[src/pfh_pkg.sv]
// Purpose: constants and carrier types for the parallel flash host controller
// Assumes: 20 MHz clk; flash is asynchronous and sampled on clk
// Notes: times in ns with derived cycle counts
// Operation
// - read: enable and oe low, we high
// - write: enable and we low, oe high
// - drive accel voltage only while accelerating
// - wait recovery time after reset release
`default_nettype none

package pfh_pkg;
	localparam int CLK_NS = 50;
	localparam int ADDR_W = 23;
	localparam int DATA_W = 16;
	localparam int PAGE_BITS = 3;
	// access times, plain defaults since no figures are given
	localparam int ADDRESS_ACCESS_TIME_NS = 70;
	localparam int ENABLE_ACCESS_TIME_NS = 70;
	localparam int PAGE_ACCESS_TIME_NS = 30;
	localparam int WRITE_PULSE_NS = 60;
	localparam int RESET_PULSE_WIDTH_NS = 500;
	localparam int RESET_RECOVERY_TIME_NS = 200;
	localparam int ACC_CYC = (ADDRESS_ACCESS_TIME_NS + CLK_NS - 1) / CLK_NS;
	localparam int CE_CYC = (ENABLE_ACCESS_TIME_NS + CLK_NS - 1) / CLK_NS;
	localparam int PACC_CYC = (PAGE_ACCESS_TIME_NS + CLK_NS - 1) / CLK_NS;
	localparam int WP_CYC = (WRITE_PULSE_NS + CLK_NS - 1) / CLK_NS;
	localparam int RP_CYC = (RESET_PULSE_WIDTH_NS + CLK_NS - 1) / CLK_NS;
	localparam int RH_CYC = (RESET_RECOVERY_TIME_NS + CLK_NS - 1) / CLK_NS;
	localparam int CNT_W = 8;

	typedef enum logic [1:0] {
		PFH_OP_READ,
		PFH_OP_WRITE,
		PFH_OP_RESET
	} pfh_op_t;

	typedef enum logic [1:0] {
		PFH_BANK_A,
		PFH_BANK_B,
		PFH_BANK_C,
		PFH_BANK_D
	} pfh_bank_t;

	typedef struct packed {
		pfh_op_t op;
		logic [ADDR_W-1:0] addr;
		logic [DATA_W-1:0] wdata;
	} pfh_req_t;

	typedef struct packed {
		logic chip_enable_n;
		logic output_enable_n;
		logic write_enable_n;
		logic reset_n;
	} pfh_ctl_t;
endpackage : pfh_pkg

`default_nettype wire

[src/pfh_host.sv]
// Purpose: host controller driving an asynchronous page-mode NOR flash
// Assumes: flash pins synchronous to clk; one request at a time
// Notes: commands (program, erase, autoselect, bypass) are word writes by the user
`default_nettype none

module pfh_host
	import pfh_pkg::*;
(
	input wire logic clk, // system clock
	input wire logic reset, // async reset, active high
	input wire logic req_valid, // request offered
	output logic req_ready, // request taken
	input wire pfh_req_t req, // operation, address, data
	input wire logic dual_enable, // device has two half enables
	input wire logic accel_request, // user wants accelerated program
	output logic rsp_valid, // read data valid, one cycle
	output logic [DATA_W-1:0] rsp_data, // read data
	output logic flash_busy, // ready_busy_n seen low
	output logic [1:0] cur_bank, // bank of last access
	output logic [ADDR_W-1:0] addr_out, // flash address pins
	output logic chip_enable_n, // single enable / unused in dual
	output logic lower_half_enable_n, // dual lower half enable
	output logic upper_half_enable_n, // dual upper half enable
	output logic output_enable_n, // flash oe
	output logic write_enable_n, // flash we
	output logic reset_n, // flash hardware reset
	output logic accel_enable, // select accel_high_voltage on protect_accel_pin
	input wire logic [DATA_W-1:0] data_pins_in, // data pins in
	output logic [DATA_W-1:0] data_pins_out, // data pins out
	output logic data_pins_oe, // data pins driven
	input wire logic ready_busy_n // open-drain ready/busy
);
	typedef enum {
		ST_START,
		ST_RESET_PULSE,
		ST_RECOVER,
		ST_IDLE,
		ST_READ,
		ST_WRITE,
		ST_WRITE_END
	} pfh_state_t;

	pfh_state_t state, next_state;
	pfh_ctl_t ctl, next_ctl;
	logic [ADDR_W-1:0] next_addr;
	logic [DATA_W-1:0] wdata;
	logic page_open;
	logic [ADDR_W-PAGE_BITS-1:0] open_page;
	logic tmr_load;
	logic [CNT_W-1:0] tmr_cycles;
	logic tmr_done;
	logic page_hit;
	logic take;
	logic half_sel;

	function automatic logic [1:0] bank_of(input logic dual, input logic [2:0] top);
		if (!dual) begin
			unique case (top)
				3'h0: bank_of = PFH_BANK_A;
				3'h1, 3'h2, 3'h3: bank_of = PFH_BANK_B;
				3'h4, 3'h5, 3'h6: bank_of = PFH_BANK_C;
				default: bank_of = PFH_BANK_D;
			endcase
		end else if (!top[2]) begin
			bank_of = (top[1:0] == 2'h0) ? PFH_BANK_A : PFH_BANK_B;
		end else begin
			bank_of = (top[1:0] == 2'h3) ? PFH_BANK_D : PFH_BANK_C;
		end
	endfunction : bank_of

	// ------------------------------------------------------------
	// decode
	// ------------------------------------------------------------
	// page hit only while enable stayed low since the last read
	assign page_hit = page_open && (req.addr[ADDR_W-1:PAGE_BITS] == open_page);
	assign take = (state == ST_IDLE) && req_valid;
	assign req_ready = take;
	// in dual mode the top bit picks the half
	assign half_sel = addr_out[ADDR_W-1];
	assign chip_enable_n = ctl.chip_enable_n;
	assign lower_half_enable_n = ctl.chip_enable_n | (dual_enable & half_sel);
	assign upper_half_enable_n = ctl.chip_enable_n | ~dual_enable | ~half_sel;
	assign output_enable_n = ctl.output_enable_n;
	assign write_enable_n = ctl.write_enable_n;
	assign reset_n = ctl.reset_n;
	assign data_pins_out = wdata;
	// data bus driven only while oe is high, avoiding contention
	assign data_pins_oe = (state == ST_WRITE) || (state == ST_WRITE_END);
	assign flash_busy = ~ready_busy_n;

	pfh_timer u_timer (
		.clk(clk),
		.reset(reset),
		.load(tmr_load),
		.cycles(tmr_cycles),
		.done(tmr_done)
	);

	// ------------------------------------------------------------
	// sequencer
	// ------------------------------------------------------------
	always_comb begin
		next_state = state;
		next_ctl = ctl;
		next_addr = addr_out;
		tmr_load = 1'b0;
		tmr_cycles = '0;
		unique case (state)
			ST_START: begin
				// the timer is clear after reset, so the pulse length is loaded here
				tmr_load = 1'b1;
				tmr_cycles = CNT_W'(RP_CYC);
				next_state = ST_RESET_PULSE;
			end
			ST_RESET_PULSE: begin
				if (tmr_done) begin
					next_ctl.reset_n = 1'b1;
					tmr_load = 1'b1;
					tmr_cycles = CNT_W'(RH_CYC);
					next_state = ST_RECOVER;
				end
			end
			ST_RECOVER: begin
				// flash is in read-array now, no command needed
				if (tmr_done && ready_busy_n) begin
					next_state = ST_IDLE;
				end
			end
			ST_IDLE: begin
				next_ctl.output_enable_n = 1'b1;
				next_ctl.write_enable_n = 1'b1;
				if (take) begin
					next_addr = req.addr;
					unique case (req.op)
						PFH_OP_READ: begin
							next_ctl.chip_enable_n = 1'b0;
							next_ctl.output_enable_n = 1'b0;
							tmr_load = 1'b1;
							// full time after standby or a new page
							tmr_cycles = page_hit ? CNT_W'(PACC_CYC) : CNT_W'(CE_CYC);
							next_state = ST_READ;
						end
						PFH_OP_WRITE: begin
							next_ctl.chip_enable_n = 1'b0;
							next_ctl.write_enable_n = 1'b0;
							tmr_load = 1'b1;
							tmr_cycles = CNT_W'(WP_CYC);
							next_state = ST_WRITE;
						end
						default: begin
							next_ctl.reset_n = 1'b0;
							next_ctl.chip_enable_n = 1'b1;
							tmr_load = 1'b1;
							tmr_cycles = CNT_W'(RP_CYC);
							next_state = ST_RESET_PULSE;
						end
					endcase
				end else if (!req_valid) begin
					// release enable when idle; the flash keeps any
					// embedded operation running
					next_ctl.chip_enable_n = 1'b1;
				end
			end
			ST_READ: begin
				if (tmr_done) begin
					next_ctl.output_enable_n = 1'b1;
					next_state = ST_IDLE;
				end
			end
			ST_WRITE: begin
				if (tmr_done) begin
					next_ctl.write_enable_n = 1'b1;
					next_state = ST_WRITE_END;
				end
			end
			ST_WRITE_END: begin
				next_state = ST_IDLE;
			end
		endcase
	end

	always_ff @(posedge clk or posedge reset) begin
		if (reset) begin
			state <= ST_START;
			ctl <= '{chip_enable_n: 1'b1, output_enable_n: 1'b1,
				write_enable_n: 1'b1, reset_n: 1'b0};
			addr_out <= '0;
		end else begin
			state <= next_state;
			ctl <= next_ctl;
			addr_out <= next_addr;
		end
	end

	// ------------------------------------------------------------
	// data path and page tracking
	// ------------------------------------------------------------
	always_ff @(posedge clk or posedge reset) begin
		if (reset) begin
			wdata <= '0;
			rsp_valid <= 1'b0;
			rsp_data <= '0;
			page_open <= 1'b0;
			open_page <= '0;
			cur_bank <= 2'h0;
			accel_enable <= 1'b0;
		end else begin
			// accel only raised on request, never while the flash is held in reset
			accel_enable <= accel_request && next_ctl.reset_n;
			rsp_valid <= (state == ST_READ) && tmr_done;
			if ((state == ST_READ) && tmr_done) begin
				// latched data stays valid through sleep
				rsp_data <= data_pins_in;
			end
			if (take) begin
				wdata <= req.wdata;
				cur_bank <= bank_of(dual_enable, req.addr[ADDR_W-1:ADDR_W-3]);
			end
			if (take && (req.op == PFH_OP_READ)) begin
				page_open <= 1'b1;
				open_page <= req.addr[ADDR_W-1:PAGE_BITS];
			end else if (next_ctl.chip_enable_n || take) begin
				page_open <= 1'b0;
			end
		end
	end
endmodule : pfh_host

`default_nettype wire

[src/pfh_timer.sv]
// Purpose: down counter for flash pin timing
// Assumes: load wins over counting
// Notes: done is high while the count is zero
`default_nettype none

module pfh_timer
	import pfh_pkg::*;
(
	input wire logic clk, // system clock
	input wire logic reset, // async reset
	input wire logic load, // start a new wait
	input wire logic [CNT_W-1:0] cycles, // wait length
	output logic done // wait over
);
	logic [CNT_W-1:0] count;

	always_ff @(posedge clk or posedge reset) begin
		if (reset) begin
			count <= '0;
		end else if (load) begin
			count <= cycles;
		end else if (count != '0) begin
			count <= count - 8'h01;
		end
	end

	assign done = (count == '0);
endmodule : pfh_timer

`default_nettype wire

[config.mk]
export PLATFORM = sky130hd
export DESIGN_NAME = pfh_host
export DESIGN_NICKNAME = d
export VERILOG_FILES = /design/src/pfh_pkg.sv /design/src/pfh_host.sv /design/src/pfh_timer.sv
export SDC_FILE = /design/constraint.sdc
export NUM_CORES = 1
export LEC_CHECK = 0
export ABC_CLOCK_PERIOD_IN_PS = 4400
export BUFFER_PORTS_ARGS = -buffer_cell sky130_fd_sc_hd__buf_2
export CAP_MARGIN = 5
export CORE_ASPECT_RATIO = 1.75
export CORE_MARGIN = 1.5
export CORE_UTILIZATION = 35
export DETAILED_ROUTE_END_ITERATION = 10
export PLACE_DENSITY = 0.56
export RECOVER_POWER = 100
export SLEW_MARGIN = 20
export SYNTH_ARGS = -nofsm -noshare
export SYNTH_HDL_FRONTEND = slang
export SYNTH_SLANG_ARGS = --single-unit
[constraint.sdc]
create_clock -name clk -period 4.4 [get_ports clk]
set_input_delay 0.44 -clock clk [delete_from_list [all_inputs] [get_ports clk]]
set_output_delay 0.44 -clock clk [all_outputs]
set_load 0.005 [all_outputs]
* Word level (Yosys, flattened, before mapping)
Cells that the tools add are included.
** Cells by class
- Add/sub/neg operators :: 1
- Equal/unequal tests :: 24
- Multiplexer cells :: 37
- Bitwise gates (word level) :: 7
- Reductions and logical operators :: 25
** Operators with widths (count)
- $pmux 32 s7 :: 1
- $mux 32 :: 5
- $eq 32x3->1 const B :: 4
- $eq 32x4->1 const B :: 3
- $eq 32x2->1 const B :: 2
- $eq 32x1->1 const B :: 1
- $logic_not 32->1 :: 1
- $pmux 8 s3 :: 1
- $eq 20x20->1 :: 1
- $mux 8 :: 2
- $mux 1 :: 15
- $ne 2x2->1 const B :: 5
- $eq 3x3->1 const B :: 3
- $logic_not 8->1 :: 1
- $pmux 4 s2 :: 1
- $reduce_bool 2->1 :: 4
- $reduce_bool 8->1 :: 1
- $sub 8x1->8 const B :: 1
- $eq 3x2->1 const B :: 2
- $logic_and 1x1->1 :: 6
- $mux 2 :: 3
- $mux 3 :: 2
- $pmux 1 s2 :: 3
- $pmux 2 s3 :: 1
- 16 further kinds :: 25
** Storage, ports and cells
- Bits in registers :: 124
- Bits of input ports :: 63
- Output and inout bits :: 68

* Logic depth before layout (Yosys ltp)
- Word-level depth :: 8
- Gate-level depth with buffers :: 7
- Gate-level depth less buffers :: 6

* Cells and area by module
A second synthesis with hierarchy kept.
** Second synthesis, totals
- Cell total of the unflattened synthesis :: 398
- Area, all modules :: 4236.6 um^2
** Modules (own cells, without submodules)
- pfh_host :: times used 1, cells an instance 342, area each 3739.8 um^2
- pfh_timer :: times used 1, cells an instance 56, area each 496.7 um^2

* Worst setup path after synthesis
No wires, ideal clock.
- Path kind :: flip-flop to flip-flop
- Start :: register u_timer.count[0]
- End :: register rsp_data[0]
- Library setup time :: 125 ps
- Arrival time :: 1917 ps
- Required time :: 4275 ps
- Slack :: 2358 ps
- Stages on the path, launching flop included :: 8
- Path buffers :: 1
- Cell sequence :: dfrtp_1 > inv_1 > ha_1 > or4b_4 > nor2_4 > nand3_4 > buf_6 > mux2_4
** Between the ends
- Cells in the longest elaborated chain, start to end :: 2
** Ends and longest elaborated chain
- from (decl) :: line pfh_timer.sv:15 : logic [CNT_W-1:0] count;
- from (signal assigned) :: line pfh_timer.sv:21 : count <= cycles;
- from (signal assigned) :: line pfh_timer.sv:23 : count <= count - 8'h01;
- $logic_not 8->1 :: line pfh_timer.sv:27 : assign done = (count == '0);
- $logic_and 1x1->1 :: line pfh_host.sv:211 : if ((state == ST_READ) && tmr_done) begin
- to (signal assigned) :: line pfh_host.sv:213 : rsp_data <= data_pins_in;
- to (decl) :: line pfh_host.sv:17 : output logic [DATA_W-1:0] rsp_data,
No other way between the ends.
A chain may end at the register's enable or synchronous reset.

* Final worst setup path
- Start :: register state[0]
- End :: output req_ready
** Between the ends
- Cells in the longest elaborated chain, start to end :: 2
** Ends and longest elaborated chain
- from (decl) :: line pfh_host.sv:43 : pfh_state_t state, next_state;
- from (signal assigned) :: line pfh_host.sv:189 : state <= next_state;
- $eq 32x3->1 :: line pfh_host.sv:76 : assign take = (state == ST_IDLE) && req_valid;
- $logic_and 1x1->1 :: line pfh_host.sv:76
- to (decl) :: line pfh_host.sv:12 : output logic req_ready,
No other way between the ends.

==> impl_metrics.csv <==
group,metric,value,unit
critical_path,endpoint_kind,"output port",
min_path,min_delay_path_depth,3,
min_path,terminating_pin_of_the_worst_hold_path,"addr_out[1]",
global_routing,via_count_of_the_first_global_routing_pass,3174,
routing,num_vias,3138,
yosys,synth.largest_area_cell,"sky130_fd_sc_hd__dfrtp_1",
sta,finalClockSkew,10.13,ps
yosys,synth_async_sr_flop_share,1.000,
floorplan,die_h,146.3,um
floorplan,floorplan.io_pins,131,
global_routing,grt_first_pass_wirelength,15430,um
yosys,ys_ff_latch,95,
sta,maxSlewViolCount,74,
yosys,postSynth.topFlopCell,"sky130_fd_sc_hd__dfrtp_1",
power,power-per-cell-area,419.3,nW/um^2
floorplan,floorplan.rows,52,
final_layout,drive_above_1_share,0.2987,
sta,post-route-min-period,3324,ps
routing,drtPass1Iterations,8,
routing,routed_wirelength,9595,um
job,cap_viol_max_count,1,
clock_tree,tritoncts_clock_tree,"built",
clock_tree,clk_path_buf_depth,2,
clock_tree,post_cts_resized,0,
floorplan,effective_utilization_at_floorplan,0.3566,
sta,timing.final.setup_violations,0,
floorplan,floorplan.core_area,11520,sq um
critical_path,worst-r2r-cell-count,6,
clock_tree,cts.clk_slew.worst_paths,70,ps
global_routing,grt_remaining_overflow,0,
clock_tree,cts_num_sinks,95,
sta,finalHoldWorstSlack,288.6,ps
floorplan,fp.dieArea,12420,sq um
floorplan,die_width,84.88,um
final_layout,antenna_cell_count,0,
yosys,synth-seq-area-share,0.5798,
global_routing,grt_start_max_net_pins,74,
run_status,run_status,"finished, violations left",
power,peakVddDrop,0.1731,mV
global_routing,number_of_antenna_violations_at_the_first_check_in_global_routing,0,
routing,drtAntennaViolNets,0,
sta,worst_pin_slew,3250,ps
critical_path,setup.worst_path.start_class,"register",
critical_path,required,3960,ps
routing,drc,2,
routing,route.detailed.vias_per_inst,4.798,
sta,max_slew_margin,-1.179,
yosys,syn-cell-area,4106,sq um
sta,rsz_0062_raised_after_global_routing,"false",
min_path,hold_path.class,"in2reg",
placement,place_hpwl,6957,um
clock_tree,clock_insertion_delay_worst_skew,340,ps
power,static-leakage-power,2.718,nW
sta,final-hold-violation-count,0,
final_layout,fillers,1103,
routing,wire_per_inst,14.67,um
yosys,synth.lib_cells_used.distinct,42,
yosys,post_synth_most_frequent_cells,"sky130_fd_sc_hd__nand2_1 (137), sky130_fd_sc_hd__dfrtp_1 (92), sky130_fd_sc_hd__mux2_2 (27), sky130_fd_sc_hd__xor2_1 (16), sky130_fd_sc_hd__clkbuf_1 (10)",
clock_tree,h-tree-depth,3,
yosys,number_of_synthesized_flops_with_an_enable_pin,0,
final_layout,nets,579,
min_path,hold_path_startpoint,"req[17]",
critical_path,r2r_slack,1400,ps
yosys,syn_avg_cell_area,10.58,sq um
yosys,yosysMostFrequentCell,"sky130_fd_sc_hd__nand2_1",
critical_path,timing_worst_setup_path_type,"reg2out",
clock_tree,cts.hold.buffers_added,0,
critical_path,crit-reg2reg-launch,"u_timer.count[0]",
placement,buffers_added_on_ports,130,
sta,totalNegativeSetupSlack,0,ps
clock_tree,cts_buffers,9,
critical_path,worstPathMaxFanout,42,
run_status,failed_checks,"DRC, capacitance limit, slew limit",
critical_path,r2r-end,"rsp_data[0]",
yosys,synth_area_leaders,"sky130_fd_sc_hd__dfrtp_1 (56%), sky130_fd_sc_hd__nand2_1 (13%), sky130_fd_sc_hd__mux2_2 (7.4%)",
yosys,synth_nets,452,
yosys,syn-instance-count,388,
sta,achievable-frequency,300.9,MHz
critical_path,worst_ep_arrival_time,2880,ps
routing,drt_first_iter_violations,197,
sta,min_period_over_period,0.7554,
final_layout,layout-area-overhead-vs-synth,23.80,%
placement,finalWeightedCongestion,0.7884,
yosys,synthesis.yosys.warnings,0,
clock_tree,postCtsSetupBuffers,0,
yosys,area_share_of_the_largest_cell_type_after_synthesis,0.5606,
global_routing,groute.usage.overall,0.1588,
clock_tree,ctsRootBufferMaster,"sky130_fd_sc_hd__clkbuf_16",
==> kinds of logic after synthesis <==
kind of cell               share of synthesized area
and+or+nand+nor                               0.1987
muxes                                         0.1033
xor gates and xnor gates                     0.04905
AOI/OAI and AO/OA                            0.03839
adders and majority gates                   0.005484
buffers and inverters                        0.02529
DFF                                           0.5798
==> final cells by class <==
cell class	count	area [sq um]	area share
sequential	95	2381	0.4684
multi-input combinational	269	1568	0.3084
timing repair buffer	132	639.4	0.1258
clock buffer	10	239.0	0.04701
tap	135	168.9	0.03323
clock inverter	5	56.30	0.01108
inverter	8	31.28	0.006153
==> flip-flops by register name, indices dropped and copies added (netlist names) <==
signal / flops
chip_enable_n: 1
data_pins_out: 16
page_open: 1
state: 3
addr_out: 23
output_enable_n: 1
open_page: 20
reset_n: 1
accel_enable: 1
u_timer.count: 8
rsp_valid: 1
cur_bank: 2
write_enable_n: 1
rsp_data: 16
==> per-stage QoR <==
step / utilization / area (sq um) / worst slack (ps) / power, W / instances
5_1_grt: 0.4414 / 5084 / 787.6 / 0.002245 / 654
3_3_place_gp: 0.4231 / 4872 / 1848 / 0.001380 / 639
4_1_cts: 0.4487 / 5167 / 1449 / 0.002183 / 654
3_5_place_dp: 0.4231 / 4872 / 1823 / 0.001390 / 639
2_1_floorplan: - / 4106 / 1488 / 0.001257 / 388
6_report: 0.4414 / 5084 / 1076 / 0.002132 / 654
==> report_power, final <==
part	leakage, nW	switching [W]	internal, W
registers	1.23	0.0000779	0.000955
clock network	0.145	0.000325	0.000453
logic	1.34	0.000164	0.000157
total	2.72	0.000566	0.00157
==> how the worst max path moves through the flow <==
stage / startpoint / endpoint
after global routing: state[0] / req_ready
final: state[0] / req_ready
after CTS: state[2] / req_ready
after global placement: state[2] / req_ready
after detailed placement: state[2] / req_ready
after floorplan: reset / accel_enable
==> placed cells by master (no fill, tap or decap), types with 3 or more instances in the layout <==
master,instances
sky130_fd_sc_hd__nand2_1,137
sky130_fd_sc_hd__buf_2,109
sky130_fd_sc_hd__dfrtp_1,92
sky130_fd_sc_hd__mux2_2,27
sky130_fd_sc_hd__clkbuf_1,21
sky130_fd_sc_hd__xor2_1,16
sky130_fd_sc_hd__a21oi_1,9
sky130_fd_sc_hd__clkbuf_16,9
sky130_fd_sc_hd__nor2_1,8
sky130_fd_sc_hd__mux2_1,8
sky130_fd_sc_hd__xnor2_1,7
sky130_fd_sc_hd__inv_1,6
sky130_fd_sc_hd__or3_1,6
sky130_fd_sc_hd__nor4_1,6
sky130_fd_sc_hd__nor3_1,6
sky130_fd_sc_hd__o21ai_0,6
sky130_fd_sc_hd__nand2b_1,5
sky130_fd_sc_hd__dfstp_1,3
==> per-layer routing <==
metal	global-route usage	share of wire	vias up
met5	0	0	-
met4	0.07951	0.029	0
met3	0.03561	0.037	24
met2	0.2876	0.56	72
met1	0.1703	0.37	1521
li1	-	-	1521
==> critical path, stage by stage, from the launching register on <==
cell and delay (ps):
sky130_fd_sc_hd__dfrtp_1 500, sky130_fd_sc_hd__and3b_1 280, sky130_fd_sc_hd__nand2_1 1030, sky130_fd_sc_hd__clkinv_1 180, sky130_fd_sc_hd__buf_4 340, sky130_fd_sc_hd__buf_2 190
Power figures use the tool's default switching activity.
